===== config.mk =====
export PLATFORM = sky130hd
export DESIGN_NAME = rmirq_top
export DESIGN_NICKNAME = d
export VERILOG_FILES = /design/src/verilog/rmirq_pkg.sv /design/src/verilog/rmirq_line.sv /design/src/verilog/rmirq_top.sv
export VERILOG_INCLUDE_DIRS = /design/src /design/src/verilog
export SDC_FILE = /design/constraint.sdc
export NUM_CORES = 1
export LEC_CHECK = 0
export BUFFER_PORTS_ARGS = -buffer_cell sky130_fd_sc_hd__buf_2
export CAP_MARGIN = 10
export CORE_MARGIN = 2
export CORE_UTILIZATION = 48
export CTS_CLUSTER_SIZE = 25
export DETAILED_ROUTE_END_ITERATION = 12
export PLACE_DENSITY = 0.8
export SLEW_MARGIN = 20
export SYNTH_ARGS = -nofsm -noshare
export SYNTH_HDL_FRONTEND = slang
export SYNTH_SLANG_ARGS = --single-unit

===== constraint.sdc =====
create_clock -name i_clk_sys -period 1.79 [get_ports i_clk_sys]
set_input_delay 0.0895 -clock i_clk_sys [delete_from_list [all_inputs] [get_ports i_clk_sys]]
set_output_delay 0.0895 -clock i_clk_sys [all_outputs]
set_load 0.01 [all_outputs]

===== src/verilog/rmirq_consts.svh =====
// constants for the reset mode latch and external interrupt block
// Behaviour
// - while reset is asserted, hold reset state and reinitialise the phase generator.
// - on reset release, sample four mode pins into the operating mode register.
// - the four mode pins form one 4-bit code choosing one of 16 modes.
// - after reset release, the four pins act as interrupt request lines.
// - each interrupt input is maskable at o_irq_req (the mask does not gate o_wake) and level or falling-edge triggered.
// - interrupt a asserted in stop or wait makes the processor leave standby.
// - interrupts b, c or d asserted in wait make the processor leave wait.
`ifndef RMIRQ_CONSTS_SVH
`define RMIRQ_CONSTS_SVH
`define RMIRQ_NUM_LINES 4
`define RMIRQ_MODE_RST 4'h0
`define RMIRQ_LINE_A 0
`define RMIRQ_PHASE_RST 2'h0
`endif


===== src/verilog/rmirq_pkg.sv =====
// types for the reset mode latch and external interrupt block
package rmirq_pkg;
    typedef logic [3:0] rmirq_vec_t;
    typedef enum logic [2:0]
    {
        RMIRQ_ST_RESET = 3'h1,
        RMIRQ_ST_LATCH = 3'h2,
        RMIRQ_ST_RUN = 3'h4
    } rmirq_state_e;
    typedef struct packed
    {
        rmirq_vec_t mask;
        rmirq_vec_t edge_mode;
        rmirq_vec_t service;
    } rmirq_cfg_s;
    typedef struct packed
    {
        logic stop;
        logic wait_st;
    } rmirq_standby_s;
endpackage


===== src/verilog/rmirq_line.sv =====
// one interrupt request line: synchroniser, edge capture, level path
`include "rmirq_consts.svh"
`timescale 1ns/10ps
`default_nettype none
module rmirq_line
(
    input wire logic i_clk_sys,
    input wire logic i_rst_b,
    input wire logic i_run,
    input wire logic i_req_b,
    input wire logic i_edge_mode,
    input wire logic i_service,
    output logic o_active,
    output logic o_pend
);
    typedef struct packed
    {
        logic s1;
        logic s2;
        logic s3;
        logic pend;
    } line_s;
    line_s q;
    line_s d;
    always_comb
    begin
        d = q;
        // idle level fed in outside run so the mode code is never seen as a request
        d.s1 = i_run ? i_req_b : 1'b1;
        d.s2 = q.s1;
        d.s3 = q.s2;
        if (!i_run)
        begin
            d.pend = 1'b0;
        end
        else if (i_edge_mode && q.s3 && !q.s2)
        begin
            d.pend = 1'b1;
        end
        else if (i_service)
        begin
            d.pend = 1'b0;
        end
    end
    always_ff @(posedge i_clk_sys or negedge i_rst_b)
    begin
        if (!i_rst_b)
        begin
            q <= '{s1: 1'b1, s2: 1'b1, s3: 1'b1, pend: 1'b0};
        end
        else
        begin
            q <= d;
        end
    end
    assign o_active = i_run && (i_edge_mode ? q.pend : !q.s2);
    assign o_pend = q.pend;
    edge_set_wins_a: assert property (@(posedge i_clk_sys) disable iff (!i_rst_b)
        (i_run && i_edge_mode && q.s3 && !q.s2) |=> q.pend)
        else $error("falling edge not recorded as pending");
    pend_holds_a: assert property (@(posedge i_clk_sys) disable iff (!i_rst_b)
        (q.pend && i_run && !i_service) |=> q.pend)
        else $error("pending request dropped without service");
endmodule
`default_nettype wire


===== src/verilog/rmirq_top.sv =====
// reset mode latch and four external interrupt request lines
`include "rmirq_consts.svh"
`timescale 1ns/10ps
`default_nettype none
module rmirq_top
    import rmirq_pkg::*;
(
    input wire logic i_clk_sys,
    input wire logic i_rst_b,
    input wire logic i_mode_select_in_a,
    input wire logic i_mode_select_in_b,
    input wire logic i_mode_select_in_c,
    input wire logic i_mode_select_in_d,
    input wire rmirq_cfg_s i_cfg,
    input wire rmirq_standby_s i_standby,
    output logic [3:0] o_op_mode,
    output logic o_mode_valid,
    output logic [1:0] o_phase,
    output logic o_in_reset,
    output logic [3:0] o_irq_req,
    output logic [3:0] o_irq_pend,
    output logic o_wake
);
    // ----------------------------------------
    // state
    // ----------------------------------------
    typedef struct packed
    {
        rmirq_state_e st;
        rmirq_vec_t mode;
        logic [1:0] phase;
    } top_s;
    top_s q;
    top_s d;
    rmirq_vec_t pins;
    rmirq_vec_t active;
    rmirq_vec_t pend;
    logic run;
    assign pins = {i_mode_select_in_d, i_mode_select_in_c, i_mode_select_in_b, i_mode_select_in_a};
    assign run = (q.st == RMIRQ_ST_RUN);
    always_comb
    begin
        d = q;
        d.phase = q.phase + 2'h1;
        unique case (q.st)
            RMIRQ_ST_RESET:
            begin
                d.mode = pins;
                d.st = RMIRQ_ST_LATCH;
            end
            RMIRQ_ST_LATCH:
            begin
                d.st = RMIRQ_ST_RUN;
            end
            RMIRQ_ST_RUN:
            begin
                d.st = RMIRQ_ST_RUN;
            end
            default:
            begin
                d.st = RMIRQ_ST_RESET;
            end
        endcase
    end
    always_ff @(posedge i_clk_sys or negedge i_rst_b)
    begin
        if (!i_rst_b)
        begin
            q <= '{st: RMIRQ_ST_RESET, mode: `RMIRQ_MODE_RST, phase: `RMIRQ_PHASE_RST};
        end
        else
        begin
            q <= d;
        end
    end
    // ----------------------------------------
    // interrupt lines
    // ----------------------------------------
    genvar g;
    generate
        for (g = 0; g < `RMIRQ_NUM_LINES; g++)
        begin : g_line
            rmirq_line u_line
            (
                .i_clk_sys(i_clk_sys),
                .i_rst_b(i_rst_b),
                .i_run(run),
                .i_req_b(pins[g]),
                .i_edge_mode(i_cfg.edge_mode[g]),
                .i_service(i_cfg.service[g]),
                .o_active(active[g]),
                .o_pend(pend[g])
            );
        end
    endgenerate
    assign o_irq_req = active & ~i_cfg.mask;
    assign o_irq_pend = pend;
    assign o_wake = (active[`RMIRQ_LINE_A] && (i_standby.stop || i_standby.wait_st))
        || ((|active[3:1]) && i_standby.wait_st);
    assign o_op_mode = q.mode;
    assign o_mode_valid = run;
    assign o_phase = q.phase;
    assign o_in_reset = (q.st == RMIRQ_ST_RESET);
    // ----------------------------------------
    // checks
    // ----------------------------------------
    mode_latched_a: assert property (@(posedge i_clk_sys) disable iff (!i_rst_b)
        (q.st == RMIRQ_ST_RESET) |=> (o_op_mode == $past(pins)))
        else $error("mode not latched at reset release");
    mode_stable_a: assert property (@(posedge i_clk_sys) disable iff (!i_rst_b)
        run |=> $stable(o_op_mode))
        else $error("mode changed after reset");
    run_after_two_a: assert property (@(posedge i_clk_sys) disable iff (!i_rst_b)
        o_in_reset |=> ##1 o_mode_valid)
        else $error("interrupt mode not entered");
    no_req_reset_a: assert property (@(posedge i_clk_sys) disable iff (!i_rst_b)
        !run |-> (o_irq_req == 4'h0))
        else $error("request during reset");
    mask_gates_a: assert property (@(posedge i_clk_sys) disable iff (!i_rst_b)
        ((o_irq_req & i_cfg.mask) == 4'h0))
        else $error("masked request seen");
    level_path_a: assert property (@(posedge i_clk_sys) disable iff (!i_rst_b)
        (run && !i_cfg.edge_mode[1] && !i_cfg.mask[1] && !pins[1]) ##1 !i_cfg.edge_mode[1] && !i_cfg.mask[1]
        ##1 !i_cfg.edge_mode[1] && !i_cfg.mask[1] |-> o_irq_req[1] || $past(pins[1]) != 1'b0)
        else $error("level request missing");
    wake_stop_a: assert property (@(posedge i_clk_sys) disable iff (!i_rst_b)
        (active[0] && i_standby.stop) |-> o_wake)
        else $error("no wake from stop");
    wake_wait_a: assert property (@(posedge i_clk_sys) disable iff (!i_rst_b)
        (|active[3:1] && i_standby.wait_st) |-> o_wake)
        else $error("no wake from wait");
    no_stop_bcd_a: assert property (@(posedge i_clk_sys) disable iff (!i_rst_b)
        (!active[0] && !i_standby.wait_st) |-> !o_wake)
        else $error("wrong wake source");
    phase_reset_a: assert property (@(posedge i_clk_sys) disable iff (!i_rst_b)
        $rose(o_mode_valid) |-> (o_phase == 2'h2))
        else $error("phase not reinitialised");
    in_reset_clear_a: assert property (@(posedge i_clk_sys) disable iff (!i_rst_b)
        o_in_reset |=> !o_in_reset)
        else $error("reset state kept after release");
    phase_count_a: assert property (@(posedge i_clk_sys) disable iff (!i_rst_b)
        1'b1 |=> (o_phase == ($past(o_phase) + 2'h1)))
        else $error("phase generator not counting");
    pend_off_reset_a: assert property (@(posedge i_clk_sys) disable iff (!i_rst_b)
        !o_mode_valid |-> (o_irq_pend == 4'h0))
        else $error("pending request outside run");
    cov_run: cover property (@(posedge i_clk_sys) disable iff (!i_rst_b) $rose(o_mode_valid));
    cov_level: cover property (@(posedge i_clk_sys) disable iff (!i_rst_b) o_irq_req[1] && !i_cfg.edge_mode[1]);
    cov_edge: cover property (@(posedge i_clk_sys) disable iff (!i_rst_b) $rose(o_irq_pend[0]));
    cov_wake_stop: cover property (@(posedge i_clk_sys) disable iff (!i_rst_b) o_wake && i_standby.stop);
    cov_wake_wait: cover property (@(posedge i_clk_sys) disable iff (!i_rst_b) o_wake && active[3]);
endmodule
`default_nettype wire


==> summary.md, run 1 <==
| Metric | Value |
|---|---|
| Worst Max-Slew Pin Slew | 531 ps |
| Global-route usage over all layers | 14.6% |
| Worst skew pair latency | 300 ps |
| DRC | 0 |
| Ys flop type | dfstp_2 |
| Crit-path max FO | 9 |
| Vias in the first global route | 703 |
| Max Cap Viol | 0 |
| Most frequent cell after synthesis | dfstp_2 |
| R2R cell count | 3 |
| CP Capture Type | primary output |
| Setup TNS | 0 ps |
| Multiplexer share of the synthesized area | 4.24% |
| Die Area | 0.00261 mm2 |
| DR iter-0 viols | 11 |
| Ranking of synthesized cells by area | dfstp_2 (32%), dfrtp_1 (28%), buf_4 (7.1%) |
| CP Class | reg -> out |
| Peak supply drop | 526 uV |
| Final ANT Viol Nets | 0 |
| Final GP Congestion | between 0.7 and 0.8 |
| Post-DP HPWL | roughly 1.3 mm |
| Row count | 17 |
| Nets | 141 |
| Most instantiated cells after synthesis | dfstp_2 (13), dfrtp_1 (12), buf_4 (10), nor2_1 (10), nand2b_1 (6) |
| Final Cycle Share | 92.5% |
| HP Start | i_cfg[0] |
| Num CTS Buffers | 3 |
| Placed Instance Area | 0.00120 mm2 |
| Largest net degree at the start of global routing | 26 |
| Die Y-Extent | 51.0 um |
| Hold Crit Depth | 3 |
| Worst-case hold path end point | g_line[0].u_line.o_pend |
| Crit path required time | 1700 ps |
| Initial core utilization | 49.4% |
| DR WL/cell | 11.8 um |
| Final Max Tran Viols | 0 |
| Placed insts | roughly 140 |
| Clk pin slew, worst setup/hold paths | 120 ps |
| Cell area power density | 746 mW/mm2 |
| ANT cells | 0 |
| Area grow syn2layout | 21.1% |
| XOR/XNOR Fraction of Synth Area | 1.65% |
| First-pass GRT wire length | 2.77 mm |
| H-tree Lvls | 1 |
| Final setup viols | 0 |
| Ys async rst share | 100% |
| Synth top area share | around 32% |
| CTS tree | built |
| PortBufs | 36 |
| Core area | 0.00215 mm2 |
| YS warnings | 0 |
| Synth unique cells | 23 |
| WL final | 1.75 mm |
| Root Buffer | clkbuf_4 |
| I/O pin total | 37 |
| First drt pass iteration count | 4 |
| R2r setup slk | ~310 ps |
| Post-Synth Simple-Gate Area | 18.4% |
| Largest family of logic cells by synthesized area | simple AND/OR/NAND/NOR gates |
| Syn nets | about 100 |
| RSZ-0062 raised after global routing | no |
| Sequential element share of the synthesized area | 60.4% |
| Setup crit start kind | flip-flop |
| Number of synthesized flops with an enable pin | 0 |
| Hold/Removal Path Class | in -> reg |
| Layout cell share with drive strength beyond 1 | 53.3% |
| Avg Inst Size Synth | 12.6 um2 |
| Reg2reg end | o_op_mode[3] |
| R2r startpoint | q[6] |
| Leading area contributor after synthesis | dfstp_2 |
| Clock buffer depth | 2 |
| CTS Sinks | 25 |
| Post-Synth Adder-Cell Area | 0% |
| Synth Register Bits | 25 |
| Via count | 699 |
| Resized Gates After CTS | 0 |
| Grt ovf | 0 |
| Cell area after synthesis | 0.00106 mm2 |
| Data arrival time of the critical path | about 1600 ps |
| Initial antenna violation count | 0 |
| Compound-Gate Fraction of Synth Area | 6.71% |
| Cell area after layout | between 0.001 and 0.0015 mm2 |
| Rel. slew slack | 64.6% |
| Post-Syn Instances | 84 |
| Fillers | 194 |
| Max frequency | 604 MHz |
| Clk_skew | 1.49 ps |
| Hold Vio Cnt, Final | 0 |
| Leak | between 0.6 and 0.7 nW |
| Status | completed |
| Final Critical Period | 1660 ps |
| Die width | 51.0 um |
| DR vias/cell | approximately 4.7 |
| Final std cells w/o fill | ~150 |
timing repair:
action | CTS | global route
hold endpoints to repair | 16 | 0
endpoints found under the setup margin | 0 | 1
hold buffers | 5 | 0
buffers inserted | 0 | 1
state kept, by name (all words and copies together), names as in the netlist:
register and cells:
o_phase 2, g_line.u_line.q 4, g_line.u_line.d 8, o_op_mode 4, q 3, g_line.u_line.o_pend 4
placed cells by master (no fill, tap or decap), types with 2 or more instances in the layout:
cell type       n
or2b_1          2
a21oi_1         4
and2_1          4
nand3b_1        4
clkbuf_4        3
nor2_1         10
o21ai_2         3
inv_1           2
dfrtp_1        12
buf_2          36
dfstp_2        13
mux2_2          3
dlygate4sd3_1   5
nand2b_1        6
critical path: stages (launching register included):
cell	delay, ps
dfstp_2	550
nor2_2	50
nand2_4	110
inv_6	60
o21ai_2	70
nand4_1	110
a22o_1	180
buf_2	130
routing by layer:
| metal | wire (um) | track usage (%) | part of all wire (%) | up-vias |
|---|---|---|---|---|
| li1 | - | - | - | 338 |
| met1 | 712 | 16.3 | 41 | 325 |
| met2 | 880 | 26.6 | 50 | 34 |
| met3 | 140 | 2.05 | 8.0 | 2 |
| met4 | 13 | 8.11 | 0.74 | 0 |
| met5 | 0 | 0 | 0 | - |
cells by family (layout without fill, tap and decap cells):
logic type	after synthesis	count (layout)
xor gates and xnor gates	2	2
buffers and inverters	13	49
and+or+nand+nor	31	31
DFF	25	25
muxes	4	4
AOI/OAI and AO/OA	9	9
metrics by stage:
step	total power, mW	hold WS (ps)	setup WS, ps	util, %
6_report	0.959	37.7	134	59.9
4_1_cts	0.974	30.5	75.1	59.5
2_1_floorplan	0.686	-206	440	-
3_3_place_gp	0.726	85.9	422	56.0
3_5_place_dp	0.731	100	377	56.0
5_1_grt	1.01	29.0	20.3	59.9
cell type report:
cell class,instances,area [um2],area share (%)
Clock buffer,4,26.3,2.04
Inverter,3,16.3,1.26
Multi-Input combinational cell,46,329,25.6
Sequential cell,25,642,49.9
Tap cell,28,35.0,2.72
Timing Repair Buffer,42,238,18.5
power breakdown:
group / total, mW / switching (mW) / leakage [nW] / internal [mW]
Clock: 0.233 / 0.146 / 0.0150 / 0.0868
Sequential: 0.613 / 0.0122 / 0.282 / 0.601
Combinational: 0.114 / 0.0547 / 0.316 / 0.0588
Total: 0.959 / 0.213 / 0.613 / 0.747
how the worst max path moves through the flow:
| stage | startpoint | endpoint | depth (start not counted) |
|---|---|---|---|
| 5_1_grt | q[7] | o_wake | 7 |
| 2_1_floorplan | q[6] | o_op_mode[0] | 2 |
| 6_report | q[6] | o_wake | 7 |
| 3_3_place_gp | q[6] | o_op_mode[3] | 2 |
| 3_5_place_dp | q[6] | o_op_mode[3] | 2 |
| 4_1_cts | q[6] | o_wake | 7 |
No activity file was read; power rests on OpenSTA's default activity.
==> inputs of run 2 (changes only) <==
--- a/config.mk
+++ b/config.mk
@@ -15,2 +15,3 @@
 export PLACE_DENSITY = 0.8
+export SKIP_LAST_GASP = 1
 export SLEW_MARGIN = 20
--- a/constraint.sdc
+++ b/constraint.sdc
@@ -3,2 +3,2 @@
 set_output_delay 0.0895 -clock i_clk_sys [all_outputs]
-set_load 0.01 [all_outputs]
+set_load 0.005 [all_outputs]
==> run 2 against run 1 <==
Against the previous run: clock-buffer cell count fell by 1; routed wire length rose by 1.7%; non-clock buffer count did not move; largest power group unchanged; first-iteration DRC count fell by 55%; largest cell class unchanged; global-route usage up 0.72 points; via count is 0.57% lower; final cell count unchanged; core utilization is 0.058 points higher.
==> summary.md, run 2 (synthesis gave the netlist of run 1 again) <==
| Metric | Value |
|---|---|
| CTS Sinks | 25 |
| Final ANT Viol Nets | 0 |
| R2R cell count | 3 |
| DR vias/cell | 4.70 |
| RSZ-0062 raised after global routing | no |
| Setup crit start kind | flip-flop |
| Area grow syn2layout | 21.2% |
| Global-route usage over all layers | 15.4% |
| Final Critical Period | about 1700 ps |
| Worst path cell trace | nor2_2 -> nand2_4 -> inv_6 -> o21ai_2 -> nand4_1 -> a22o_1 -> buf_2 |
| Leak | approximately 0.6 nW |
| Resized Gates After CTS | 0 |
| Final setup viols | 0 |
| Hold Vio Cnt, Final | 0 |
| Crit path required time | 1700 ps |
| Final GP Congestion | 0.721 |
| Worst Setup SP | q[6] |
| DR iter-0 viols | 5 |
| Grt ovf | 0 |
| Initial antenna violation count | 0 |
| Cell area power density | ~750 mW/mm2 |
| Critical Path Slowest Stage Cell | dfstp_2 |
| Post-DP HPWL | 1.30 mm |
| Max reg flops | 8 |
| CP Class | reg -> out |
| Clock buffer depth | 2 |
| Most common cell after layout, fill and taps aside | buf_2 |
| Placed insts | 138 |
| Hold/Removal Path Class | in -> reg |
| Clk_skew | between 2 and 3 ps |
| Root Buffer | clkbuf_4 |
| H-tree Lvls | 1 |
| Worst Max-Slew Pin Slew | 512 ps |
| ANT cells | 0 |
| Final Cycle Share | between 90% and 100% |
| First-pass GRT wire length | 2.88 mm |
| Reg2reg end | o_op_mode[3] |
| Final std cells w/o fill | ~150 |
| Row count | 17 |
| Setup TNS | 0 ps |
| Via count | 695 |
| Hold Crit Depth | 3 |
| Most frequent cells in the layout | buf_2 (36), dfstp_2 (13), dfrtp_1 (12), nor2_1 (10), nand2b_1 (6) |
| Rel. slew slack | 65.9% |
| Die Y-Extent | around 50 um |
| CP Capture Type | primary output |
| Worst skew pair latency | 310 ps |
| DR WL/cell | 12.0 um |
| I/O pin total | 37 |
| Max frequency | 593 MHz |
| Die Area | between 0.002 and 0.003 mm2 |
| Num CTS Buffers | 3 |
| Last element of the critical path | o_wake |
| HP Start | i_cfg[2] |
| Initial core utilization | 49.4% |
| WL final | around 1.8 mm |
| Max Cap Viol | 0 |
| Peak supply drop | around 450 uV |
| DRC | 0 |
| Layout cell share with drive strength beyond 1 | 54.2% |
| CTS tree | built |
| Core area | 0.00215 mm2 |
| Clk pin slew, worst setup/hold paths | around 130 ps |
| R2r setup slk | 320 ps |
| Final Max Tran Viols | 0 |
| Data arrival time of the critical path | between 1500 and 2000 ps |
| Largest net degree at the start of global routing | 26 |
| R2r startpoint | q[6] |
| Nets | 141 |
| Status | completed |
| Die width | roughly 51 um |
| Critical Path Max Stage Delay | 570 ps |
| PortBufs | 36 |
| Crit-path max FO | 9 |
| Vias in the first global route | 668 |
| First drt pass iteration count | 4 |
-- run 2: timing repair --
| item | in CTS | in global routing |
|---|---|---|
| endpoints found under the setup margin | 0 | 1 |
| hold buffers | 5 | 0 |
| buffers inserted | 0 | 1 |
| hold endpoints to repair | 16 | 0 |
-- run 2: layout make-up --
type,instances,area [um2]
clock buffers,3,22.5
clock inverters,1,5.00
fillers,194,861
inverters,3,16.3
multi-input cells,46,329
flip-flops and latches,25,642
well taps,28,35.0
repair buffers,42,238
-- run 2: worst min path at each step --
stage | endpoint | slack [ps]
after global placement | o_op_mode[3] | 90
after floorplan | g_line[0].u_line.o_pend | -210
after detailed placement | o_op_mode[2] | 90
after CTS | g_line[2].u_line.o_pend | 8
final | g_line[2].u_line.o_pend | 20
after global routing | g_line[0].u_line.o_pend | 5
-- run 2: per-layer routing --
layer  global-route usage, %  wire, um  up-vias
met1                    18.7       738      320
met2                    24.5       817       36
met3                    2.92       180        4
li1                        -         -      335
met5                       0         0        -
met4                    10.8        41        0
-- run 2: stage by stage --
step	hold slack, ps	instance area (um2)	total power [mW]	utilization (%)	setup WS (ps)
floorplan	-206	1060	0.678	-	480
global placement	85.1	1200	0.718	56.0	450
detailed placement	94.0	1200	0.722	56.0	408
CTS	8.40	1280	0.974	59.6	69.2
global route	4.76	1290	1.01	59.9	4.25
finish	15.2	1290	0.960	59.9	105
-- run 2: critical path, delay by kind of cell (launching register included) --
kind | cells | cell delay [ps]
AND/OR/NAND/NOR | 3 | 270
AO/OA/AOI/OAI | 2 | 250
flip-flops | 1 | 570
buffers and inverters | 2 | 180
-- run 2: power by group --
part           internal [mW]  switching (mW)
combinational         0.0585          0.0461
clock                 0.0836           0.158
sequential             0.601          0.0126
total                  0.743           0.217
